### src/design/ccsr_consts.vh
// Constants for the core special-function register set
// Included by the register file and its parity helper
`ifndef CCSR_CONSTS_VH
`define CCSR_CONSTS_VH

// Direct addresses on the special-function bus
`define CCSR_ADDR_SP 8'h81
`define CCSR_ADDR_PLO 8'h82
`define CCSR_ADDR_PHI 8'h83
`define CCSR_ADDR_PSF 8'hD0
`define CCSR_ADDR_POR 8'hE0
`define CCSR_ADDR_SOR 8'hF0

// Reset values
`define CCSR_RST_SP 8'h07
`define CCSR_RST_BYTE 8'h00
`define CCSR_RST_BANK 2'h0
`define CCSR_RST_WORD 16'h0000

// Status flag bit positions
`define CCSR_BIT_CY 7
`define CCSR_BIT_HC 6
`define CCSR_BIT_UF0 5
`define CCSR_BIT_BANK_HI 4
`define CCSR_BIT_BANK_LO 3
`define CCSR_BIT_OV 2
`define CCSR_BIT_UF1 1
`define CCSR_BIT_PAR 0

// Working bank geometry: eight registers per bank
`define CCSR_BANK_SHIFT 3

`endif

### src/design/ccsr_parity.v
// Registered parity of the primary operand register
// Assumes the same clock and synchronous reset as the register file
`timescale 1ns/1ps
`include "ccsr_consts.vh"

module ccsr_parity #(
    parameter WIDTH = 8
) (
    // Clock and reset
    input wire clk,
    input wire srst,
    // Value to check
    input wire [WIDTH-1:0] data,
    // Odd count of ones
    output reg odd_r
);

    always @(posedge clk) begin
        if (srst) begin
            odd_r <= 1'b0;
        end else begin
            odd_r <= ^data;
        end
    end

endmodule

### src/design/ccsr_regs.v
// Core special-function registers: operand registers, status flags,
// stack pointer and external address pointer.
// Assumes the instruction control unit and ALU drive the hardware
// update ports on clk, and the SFR bus is a single-cycle direct port.
`timescale 1ns/1ps
`include "ccsr_consts.vh"

module ccsr_regs (
    // Clock and reset
    input wire clk,
    input wire srst,
    // Special-function direct bus
    input wire [7:0] sfr_addr,
    input wire sfr_wr,
    input wire [7:0] sfr_wdata,
    input wire sfr_rd,
    output reg [7:0] sfr_rdata_r,
    output reg sfr_hit_r,
    // ALU result writeback
    input wire alu_por_we,
    input wire [7:0] alu_por_data,
    input wire alu_sor_we,
    input wire [7:0] alu_sor_data,
    // ALU flag updates
    input wire alu_cy_we,
    input wire alu_cy,
    input wire alu_hc_we,
    input wire alu_hc,
    input wire alu_ov_we,
    input wire alu_ov,
    // Stack control
    input wire stack_push,
    input wire stack_pop,
    // Address pointer control
    input wire ptr_load16,
    input wire [15:0] ptr_data16,
    input wire ptr_inc,
    // Register views for the core
    output reg [7:0] primary_operand_r,
    output reg [7:0] second_operand_r,
    output reg [7:0] status_flags_r,
    output reg [7:0] stack_pointer_r,
    output reg [7:0] stack_write_addr_r,
    output reg [4:0] bank_base_r,
    output reg [15:0] ext_address_pointer_r,
    output reg [15:0] code_index_addr_r
);

    reg [7:0] por_r;
    reg [7:0] por_nxt;
    reg [7:0] sor_r;
    reg [7:0] sor_nxt;
    reg [7:0] sp_r;
    reg [7:0] sp_nxt;
    reg [7:0] plo_r;
    reg [7:0] plo_nxt;
    reg [7:0] phi_r;
    reg [7:0] phi_nxt;
    reg cy_r;
    reg cy_nxt;
    reg hc_r;
    reg hc_nxt;
    reg ov_r;
    reg ov_nxt;
    reg uf0_r;
    reg uf0_nxt;
    reg uf1_r;
    reg uf1_nxt;
    reg [1:0] bank_r;
    reg [1:0] bank_nxt;
    reg [15:0] ptr_sum;
    reg [7:0] rd_mux;
    reg rd_hit;
    wire par_odd;
    wire [7:0] psf_view;
    // Write select slot per mapped register
    localparam SEL_POR = 0;
    localparam SEL_SOR = 1;
    localparam SEL_SP = 2;
    localparam SEL_PLO = 3;
    localparam SEL_PHI = 4;
    localparam SEL_PSF = 5;
    localparam N_SEL = 6;
    wire [N_SEL-1:0] wr_sel;
    genvar g;

    function wr_at;
        input [7:0] addr;
        input [7:0] target;
        input wr;
        begin
            wr_at = wr && (addr == target);
        end
    endfunction

    // Bus address of each write-select slot
    function [7:0] addr_of;
        input integer idx;
        begin
            case (idx)
                SEL_POR: addr_of = `CCSR_ADDR_POR;
                SEL_SOR: addr_of = `CCSR_ADDR_SOR;
                SEL_SP: addr_of = `CCSR_ADDR_SP;
                SEL_PLO: addr_of = `CCSR_ADDR_PLO;
                SEL_PHI: addr_of = `CCSR_ADDR_PHI;
                default: addr_of = `CCSR_ADDR_PSF;
            endcase
        end
    endfunction

    // Bank base is the bank number times the bank size
    function [4:0] bank_base_of;
        input [1:0] bank;
        begin
            bank_base_of = {bank, {`CCSR_BANK_SHIFT{1'b0}}};
        end
    endfunction

    // One address comparator per mapped register
    generate
        for (g = 0; g < N_SEL; g = g + 1) begin : g_wsel
            assign wr_sel[g] = wr_at(sfr_addr, addr_of(g), sfr_wr);
        end
    endgenerate

    // Parity registered from the next operand, so it steps with the operand
    ccsr_parity #(
        .WIDTH(8)
    ) u_parity (
        .clk(clk),
        .srst(srst),
        .data(por_nxt),
        .odd_r(par_odd)
    );

    assign psf_view = {cy_r, hc_r, uf0_r, bank_r, ov_r, uf1_r, par_odd};

    // Next-state: hardware update first, bus write last so it wins
    always @* begin
        por_nxt = por_r;
        sor_nxt = sor_r;
        sp_nxt = sp_r;
        plo_nxt = plo_r;
        phi_nxt = phi_r;
        cy_nxt = cy_r;
        hc_nxt = hc_r;
        ov_nxt = ov_r;
        uf0_nxt = uf0_r;
        uf1_nxt = uf1_r;
        bank_nxt = bank_r;
        ptr_sum = {phi_r, plo_r} + 16'h0001;
        if (alu_por_we) begin
            por_nxt = alu_por_data;
        end
        if (alu_sor_we) begin
            sor_nxt = alu_sor_data;
        end
        if (alu_cy_we) begin
            cy_nxt = alu_cy;
        end
        if (alu_hc_we) begin
            hc_nxt = alu_hc;
        end
        if (alu_ov_we) begin
            ov_nxt = alu_ov;
        end
        // Eight-bit wrap; software keeps the stack inside scratchpad RAM
        if (stack_push) begin
            sp_nxt = sp_r + 8'h01;
        end else if (stack_pop) begin
            sp_nxt = sp_r - 8'h01;
        end
        // Word load beats increment so a table setup is not lost to an increment; a bus write to 82h or 83h still wins
        if (ptr_load16) begin
            {phi_nxt, plo_nxt} = ptr_data16;
        end else if (ptr_inc) begin
            {phi_nxt, plo_nxt} = ptr_sum;
        end
        if (wr_sel[SEL_POR]) begin
            por_nxt = sfr_wdata;
        end
        if (wr_sel[SEL_SOR]) begin
            sor_nxt = sfr_wdata;
        end
        if (wr_sel[SEL_SP]) begin
            sp_nxt = sfr_wdata;
        end
        if (wr_sel[SEL_PLO]) begin
            plo_nxt = sfr_wdata;
        end
        if (wr_sel[SEL_PHI]) begin
            phi_nxt = sfr_wdata;
        end
        // Parity bit is hardware-owned; a write to it is dropped
        if (wr_sel[SEL_PSF]) begin
            cy_nxt = sfr_wdata[`CCSR_BIT_CY];
            hc_nxt = sfr_wdata[`CCSR_BIT_HC];
            ov_nxt = sfr_wdata[`CCSR_BIT_OV];
            uf0_nxt = sfr_wdata[`CCSR_BIT_UF0];
            uf1_nxt = sfr_wdata[`CCSR_BIT_UF1];
            bank_nxt = sfr_wdata[`CCSR_BIT_BANK_HI:`CCSR_BIT_BANK_LO];
        end
    end

    // Read decode
    always @* begin
        rd_hit = 1'b1;
        case (sfr_addr)
            `CCSR_ADDR_POR: rd_mux = por_r;
            `CCSR_ADDR_SOR: rd_mux = sor_r;
            `CCSR_ADDR_SP: rd_mux = sp_r;
            `CCSR_ADDR_PLO: rd_mux = plo_r;
            `CCSR_ADDR_PHI: rd_mux = phi_r;
            `CCSR_ADDR_PSF: rd_mux = psf_view;
            default: begin
                rd_mux = `CCSR_RST_BYTE;
                rd_hit = 1'b0;
            end
        endcase
    end

    always @(posedge clk) begin
        if (srst) begin
            por_r <= `CCSR_RST_BYTE;
            sor_r <= `CCSR_RST_BYTE;
            sp_r <= `CCSR_RST_SP;
            plo_r <= `CCSR_RST_BYTE;
            phi_r <= `CCSR_RST_BYTE;
            cy_r <= 1'b0;
            hc_r <= 1'b0;
            ov_r <= 1'b0;
            uf0_r <= 1'b0;
            uf1_r <= 1'b0;
            bank_r <= `CCSR_RST_BANK;
        end else begin
            por_r <= por_nxt;
            sor_r <= sor_nxt;
            sp_r <= sp_nxt;
            plo_r <= plo_nxt;
            phi_r <= phi_nxt;
            cy_r <= cy_nxt;
            hc_r <= hc_nxt;
            ov_r <= ov_nxt;
            uf0_r <= uf0_nxt;
            uf1_r <= uf1_nxt;
            bank_r <= bank_nxt;
        end
    end

    // Read data idles at zero so several blocks can share an OR-ed return
    always @(posedge clk) begin
        if (srst) begin
            sfr_rdata_r <= `CCSR_RST_BYTE;
            sfr_hit_r <= 1'b0;
        end else begin
            sfr_rdata_r <= sfr_rd ? rd_mux : `CCSR_RST_BYTE;
            sfr_hit_r <= sfr_rd & rd_hit;
        end
    end

    // Views mirror the next state so they match the stored registers
    always @(posedge clk) begin
        if (srst) begin
            primary_operand_r <= `CCSR_RST_BYTE;
            second_operand_r <= `CCSR_RST_BYTE;
            status_flags_r <= `CCSR_RST_BYTE;
            stack_pointer_r <= `CCSR_RST_SP;
            stack_write_addr_r <= `CCSR_RST_SP + 8'h01;
            bank_base_r <= bank_base_of(`CCSR_RST_BANK);
            ext_address_pointer_r <= `CCSR_RST_WORD;
            code_index_addr_r <= `CCSR_RST_WORD;
        end else begin
            primary_operand_r <= por_nxt;
            second_operand_r <= sor_nxt;
            status_flags_r <= {cy_nxt, hc_nxt, uf0_nxt, bank_nxt, ov_nxt, uf1_nxt,
                ^por_nxt};
            stack_pointer_r <= sp_nxt;
            stack_write_addr_r <= sp_nxt + 8'h01;
            bank_base_r <= bank_base_of(bank_nxt);
            ext_address_pointer_r <= {phi_nxt, plo_nxt};
            code_index_addr_r <= {phi_nxt, plo_nxt} + {8'h00, por_nxt};
        end
    end

endmodule
### config.mk
export PLATFORM = sky130hd
export DESIGN_NAME = ccsr_regs
export DESIGN_NICKNAME = d
export VERILOG_FILES = /design/src/design/ccsr_parity.v /design/src/design/ccsr_regs.v
export VERILOG_INCLUDE_DIRS = /design/src /design/src/design
export SDC_FILE = /design/constraint.sdc
export NUM_CORES = 1
export LEC_CHECK = 0
export ABC_AREA = 1
export BUFFER_PORTS_ARGS = -buffer_cell sky130_fd_sc_hd__buf_2
export CAP_MARGIN = 20
export CORE_MARGIN = 3
export CORE_UTILIZATION = 50
export CTS_BUF_LIST = sky130_fd_sc_hd__clkbuf_8
export CTS_CLUSTER_DIAMETER = 40
export DETAILED_ROUTE_END_ITERATION = 10
export PLACE_DENSITY = 0.84
export SYNTH_ARGS = -nofsm -noshare
export SYNTH_HDL_FRONTEND = slang
export SYNTH_HIERARCHICAL = 1
export SYNTH_SLANG_ARGS = --single-unit
### constraint.sdc
create_clock -name clk -period 6.6 [get_ports clk]
set_input_delay 0.33 -clock clk [delete_from_list [all_inputs] [get_ports clk]]
set_output_delay 0.33 -clock clk [all_outputs]
set_load 0.02 [all_outputs]
# After elaboration in Yosys (flattened, before gate mapping)
# Index checks and enable logic that the tools add are counted.
[totals]
ff_bits = 108
output_inout_bits = 86
inputBits = 64
wordCells = 66
[classes]
addsub = 5
reduce_logical = 10
n_mux = 24
n_bitwise = 2
eq_ne = 6
[op_table]
columns = ["operator", "n"]
rows = [
  ["8-bit two-way mux", 13],
  ["8-bit == test, second input constant", 6],
  ["8-bit case mux with 6 select lines", 1],
  ["16-bit by 1-bit adder with 16-bit output, second input constant", 1],
  ["16-bit by 8-bit adder with 16-bit output", 1],
  ["8-bit by 1-bit adder with 8-bit output, second input constant", 2],
  ["1-bit two-way mux", 9],
  ["8-bit XOR reduction", 1],
  ["8-bit by 1-bit subtractor with 8-bit output, second input constant", 1],
  ["1-bit logical AND", 6],
  ["6-bit OR reduction", 1],
  ["2-bit two-way mux", 1],
  ["2-bit nonzero test", 1],
  ["2-bit OR reduction", 1],
  ["1-bit bitwise AND", 1],
  ["1-bit NOT", 1],
]

# Depth between registers and ports, before layout
[depth]
ltp_word = 5
depth_mapped = 22
mapped_depth_nobuf = 22

# Hierarchy
# The synthesis kept the hierarchy.
[modules_own_cells]
columns = ["mod", "seq_area_each_um2", "instances", "cells_per_inst", "area_each_um2"]
rows = [
  ["ccsr_regs", 1621.6, 1, 776, 5074.9],
  ["ccsr_parity", 20.0, 1, 44, 181.4],
]

# Worst setup path after synthesis
# No wires, ideal clock.
[synth_timing]
path_kind = "reg-to-reg"
from = "register plo_r[1]"
to = "register code_index_addr_r[15]"
t_required_ps = 6485
path_stages_with_launch = 17
setup_ps = 115
slack_ps = 4133
synth_period_minus_slack_ps = 2467
arrival_time_ps = 2352
n_path_buf = 0
path_cell_list = "dfxtp_1 > ha_1 > nand2_1 > nor2_4 > nand2_1 > a21oi_1 > o21ai_0 > o211ai_1 > nand2_1 > ha_1 > a21oi_1 > o21a_1 > nand2_1 > nand2_1 > nand2_2 > a21oi_1 > nor2_1"
[synth_via]
elab_chain_cells = 5
elab_cells_between_ends = 8
cone_classes = "add/sub: 2; mux: 6"
[synth_lines]
columns = ["item", "line", "source"]
rows = [
  ["start, declared", "ccsr_regs.v:55", "reg [7:0] plo_r;"],
  ["start signal, assigned", "ccsr_regs.v:227", "plo_r <= `CCSR_RST_BYTE;"],
  ["start signal, assigned", "ccsr_regs.v:239", "plo_r <= plo_nxt;"],
  ["16-bit by 1-bit adder with 16-bit output", "ccsr_regs.v:151", "ptr_sum = {phi_r, plo_r} + 16'h0001;"],
  ["8-bit two-way mux", "ccsr_regs.v:176", "end else if (ptr_inc) begin"],
  ["8-bit two-way mux", "ccsr_regs.v:174", "if (ptr_load16) begin"],
  ["8-bit two-way mux", "ccsr_regs.v:188", "if (wr_sel[SEL_PLO]) begin"],
  ["named net plo_nxt[6]", "ccsr_regs.v:56", "reg [7:0] plo_nxt;"],
  ["16-bit by 8-bit adder with 16-bit output", "ccsr_regs.v:281", "code_index_addr_r <= {phi_nxt, plo_nxt} + {8'h00, por_nxt};"],
  ["end signal, assigned", "ccsr_regs.v:271", "code_index_addr_r <= `CCSR_RST_WORD;"],
  ["end signal, assigned", "ccsr_regs.v:281", ""],
  ["end, declared", "ccsr_regs.v:46", "output reg [15:0] code_index_addr_r"],
]
# The timed path passes the listed nets, and every way through them passes these cells.
# A chain may end at the register's enable or synchronous reset.

# Worst setup path in the final report
[layout_timing]
from = "input port sfr_addr[2]"
to = "register code_index_addr_r[14]"
[layout_via]
elab_chain_cells = 4
elab_cells_between_ends = 10
cone_classes = "add/sub: 1; eq/ne: 3; mux: 3; reduce/logical: 3"
[layout_lines]
columns = ["item", "line", "source"]
rows = [
  ["start, declared", "ccsr_regs.v:13", "input wire [7:0] sfr_addr,"],
  ["8-bit == test", "ccsr_regs.v:92", "wr_at = wr && (addr == target);"],
  ["1-bit logical AND", "ccsr_regs.v:92", ""],
  ["8-bit two-way mux", "ccsr_regs.v:179", "if (wr_sel[SEL_POR]) begin"],
  ["named net por_nxt[4]", "ccsr_regs.v:50", "reg [7:0] por_nxt;"],
  ["16-bit by 8-bit adder with 16-bit output", "ccsr_regs.v:281", ""],
]
# The timed path passes the listed nets, and every way through them passes these cells.

==> out/qor.txt <==
H-tree depth reported by CTS -> 3
TritonRoute pass-1 iters -> 6
critical-path maximum fanout -> 12
outcome -> completed
IO Count -> 150
Worst Skew -> 0.01265 ns
pwr dens -> 209.5 nW/µm²
TritonCTS clock tree -> yes
initial antenna violation count -> 0
gate count after technology mapping -> 820
hold depth -> 3
Post-Syn Area -> 5256 µm²
Starting Density -> 0.5257
worst hold path class -> in -> reg
worst endpoint data arrival time -> 3.26 ns
detailed-route via count -> 5825
non-filler instance count after layout -> 1091
CTS sink cnt -> 82
Final Setup Violations -> 0
critical path endpoint category -> flip-flop
PostCTS Resize Cnt -> 0
GPL Wtd Cong -> 0.9833
reg-to-reg slack, setup -> 3.87 ns
Max VDD drop -> 0.1499 mV
Distinct cells, synth -> 42
nets -> 1028
port bufs -> 146
Max Fclk -> 0.3333 GHz
Worst-Margin Slew -> 0.7754 ns
clock share of power -> 0.321
Layout Utilization -> 0.6227
critical path's top delay family -> simple AND/OR/NAND/NOR gates
P_sw -> 0.0004493 W
CP max-delay cell -> nor2_1
r2r worst-path depth -> 18
clk buf depth -> 2
#FFs+latches synth -> 82
clock latency on the worst-skew pair -> 0.36 ns
GRT Residual Overflow -> 0
die height -> 108.5 µm
Max Slew Vio Count -> 0
Area growth syn-to-layout -> 18.47%
Worst Setup Start Kind -> primary input
share of the yosys chip area belonging to registers -> 0.3123
Tmin final -> 3.000 ns
Avg Cell Area, Syn -> 6.410 µm²
post-route cell area -> 6227 µm²
GRT Util Overall -> 0.2793
hold buffers post-CTS -> 0
dpl hpwl -> 12.65 mm
Cells after DPL -> 1074
crit-path cells -> buf_2 -> inv_1 -> nand2_1 -> nor2_1 -> nand3_2 -> inv_2 -> nand2_1 -> o21ai_0 -> inv_1 -> ha_1 -> nand2_1 -> inv_1 -> a21boi_1 -> nand2_2 -> nand2_2 -> nand2_2 -> a21oi_1 -> nor2_1
n_diodes -> 0
critical path type -> in -> reg
Synth area leaders -> dfxtp_1 31%, nand2_1 14%, inv_1 9.0%
share of cells above drive strength 1 -> 0.2276
cts bufs inserted -> 9
Max Cap Viol -> 0
fin crit share -> 0.4545
Int Power -> 0.0008553 W
placed cell area -> 5998 µm²
core area -> 10000 µm²
Setup TNS -> 0 ns
synthesis warning total -> 6
initial DRC count -> 499
CTS clk-pin slew, worst paths -> 0.09 ns
sw frac -> 0.3444
CP max stage delay -> 0.59 ns
# DRC -> 0
asr flop ratio synth -> 0
Die Area -> 11780 µm²
Crit path buffers/inverters -> 5
Max-slew headroom -> 0.4831
Top FF cell, synth -> dfxtp_1
remaining antenna violation count -> 0
wire length per cell -> 15.10 µm
post-DR vias/cell -> 5.339
Combinational Power Share -> 0.256
Worst EP required -> 6.86 ns
Die Wd -> 108.5 µm
top cell type's share of synthesized area -> 0.3123
CTS root buf -> clkbuf_8
RSZ-0062 raised after global routing -> no
FP Rows -> 36
largest net degree at the start of global routing -> 40
Leak -> 3.270 nW
critical path depth -> 18
leading area contributor after synthesis -> dfxtp_1
Hold Vio Cnt, Final -> 0
sequential power share -> 0.423
Total Wirelength -> 16.48 mm
number of synthesized flops with an enable pin -> 0
Post-CTS Setup Bufs -> 0
vias in the first global route -> 5280
global-route wire length before repair -> 25.61 mm
## kinds of logic after synthesis
logic type | count (synthesis) | share of synthesized area
buf+inv | 160 | 0.1266
simple gates | 394 | 0.3447
xor+xnor | 12 | 0.02000
compound gates | 160 | 0.1695
fa+ha+maj | 11 | 0.02618
other cells | 1 | 0.0007134
flops | 82 | 0.3123
## power by group through the flow
stage,clock network (W),logic [W],registers [W]
after floorplan,0,0.000184,0.000602
after global placement,0,0.000323,0.000562
after detailed placement,0,0.000329,0.000562
after CTS,0.000424,0.000331,0.000551
after global routing,0.000446,0.000372,0.000556
final,0.000419,0.000334,0.000552
## metal layers
metal | vias to the layer above | GRT usage | part of all wire
met5 | - | 0 | 0
met4 | 0 | 0.1010 | 0.029
met3 | 41 | 0.04896 | 0.11
met2 | 322 | 0.4563 | 0.45
met1 | 2587 | 0.3697 | 0.42
li1 | 2875 | - | -
## worst register-to-register path: stages, from the launching register on
cell	delay, ns
dfxtp_1	0.42
ha_1	0.22
nand2_1	0.13
nor2_4	0.16
nand2_1	0.12
a21oi_1	0.13
o21ai_0	0.10
o211ai_1	0.12
nand2_1	0.09
ha_1	0.35
nand2_1	0.10
nor2_1	0.11
nand3_1	0.08
nand2_1	0.10
nand2_1	0.07
nand2_2	0.10
o21ai_1	0.07
o21ai_1	0.10
inv_1	0.04
## registers in the layout, indices dropped and copies added (netlist names)
| register | count |
|---|---|
| ext_address_pointer_r | 1 |
| phi_r | 8 |
| primary_operand_r | 8 |
| u_parity/odd_r | 1 |
| code_index_addr_r | 16 |
| status_flags_r | 7 |
| cy_r | 1 |
| sfr_hit_r | 1 |
| second_operand_r | 8 |
| sfr_rdata_r | 8 |
| stack_pointer_r | 8 |
| plo_r | 7 |
| stack_write_addr_r | 8 |
## path summary, 6_finish.rpt
kind | startpoint | endpoint
worst min register to register | status_flags_r[1] | status_flags_r[1]
worst min-delay path | sfr_wdata[5] | plo_r[5]
worst max register to register | plo_r[1] | code_index_addr_r[11]
worst max-delay path | sfr_addr[2] | code_index_addr_r[14]
## final cells by class
class | instances | area [µm²]
multi-input cells | 580 | 2957
flip-flops and latches | 82 | 1642
fillers | 976 | 3772
clock inverters | 7 | 100.1
clock buffers | 9 | 123.9
inverters | 132 | 495.5
well taps | 133 | 166.4
repair buffers | 148 | 743.2
## stage by stage
step	setup WS [ns]	hold slack (ns)	total power, W
global route	3.283	0.2939	0.001374
detailed placement	3.310	0.5688	0.0008906
finish	3.600	0.2821	0.001305
CTS	3.659	0.2721	0.001306
floorplan	4.133	0.4734	0.0007857
global placement	3.434	0.5605	0.0008847
## Yosys cell counts, types with 4 or more instances
cell and instances:
nand2_1 202, inv_1 126, dfxtp_1 82, nor2_1 80, o21ai_0 64, a21oi_1 49, nand3_1 41, o22ai_1 18
nand2_2 16, nor3_1 13, buf_4 11, ha_1 11, nand4_1 11, o21ai_1 9, xor2_1 8, buf_2 7
inv_2 6, clkbuf_1 5, nand3_2 5, nor2_4 5, o211ai_1 5, o21a_1 5, nand2_4 4, or2_2 4
xnor2_1 4
## cell usage in the layout, fill, tap and decap left out, types with 6 or more instances in the layout
cell type,Yosys,layout
o21ai_1,9,9
a21oi_1,49,49
xor2_1,8,8
o22ai_1,18,18
nand2_1,202,202
buf_2,7,147
nand4_1,11,11
inv_2,6,6
nor3_1,13,13
clkbuf_8,0,9
nand3_1,41,41
ha_1,11,11
nor2_1,80,80
nand2_2,16,16
dfxtp_1,82,82
o21ai_0,64,64
inv_1,126,126
Note: power is estimated with default switching activity, not from simulation.
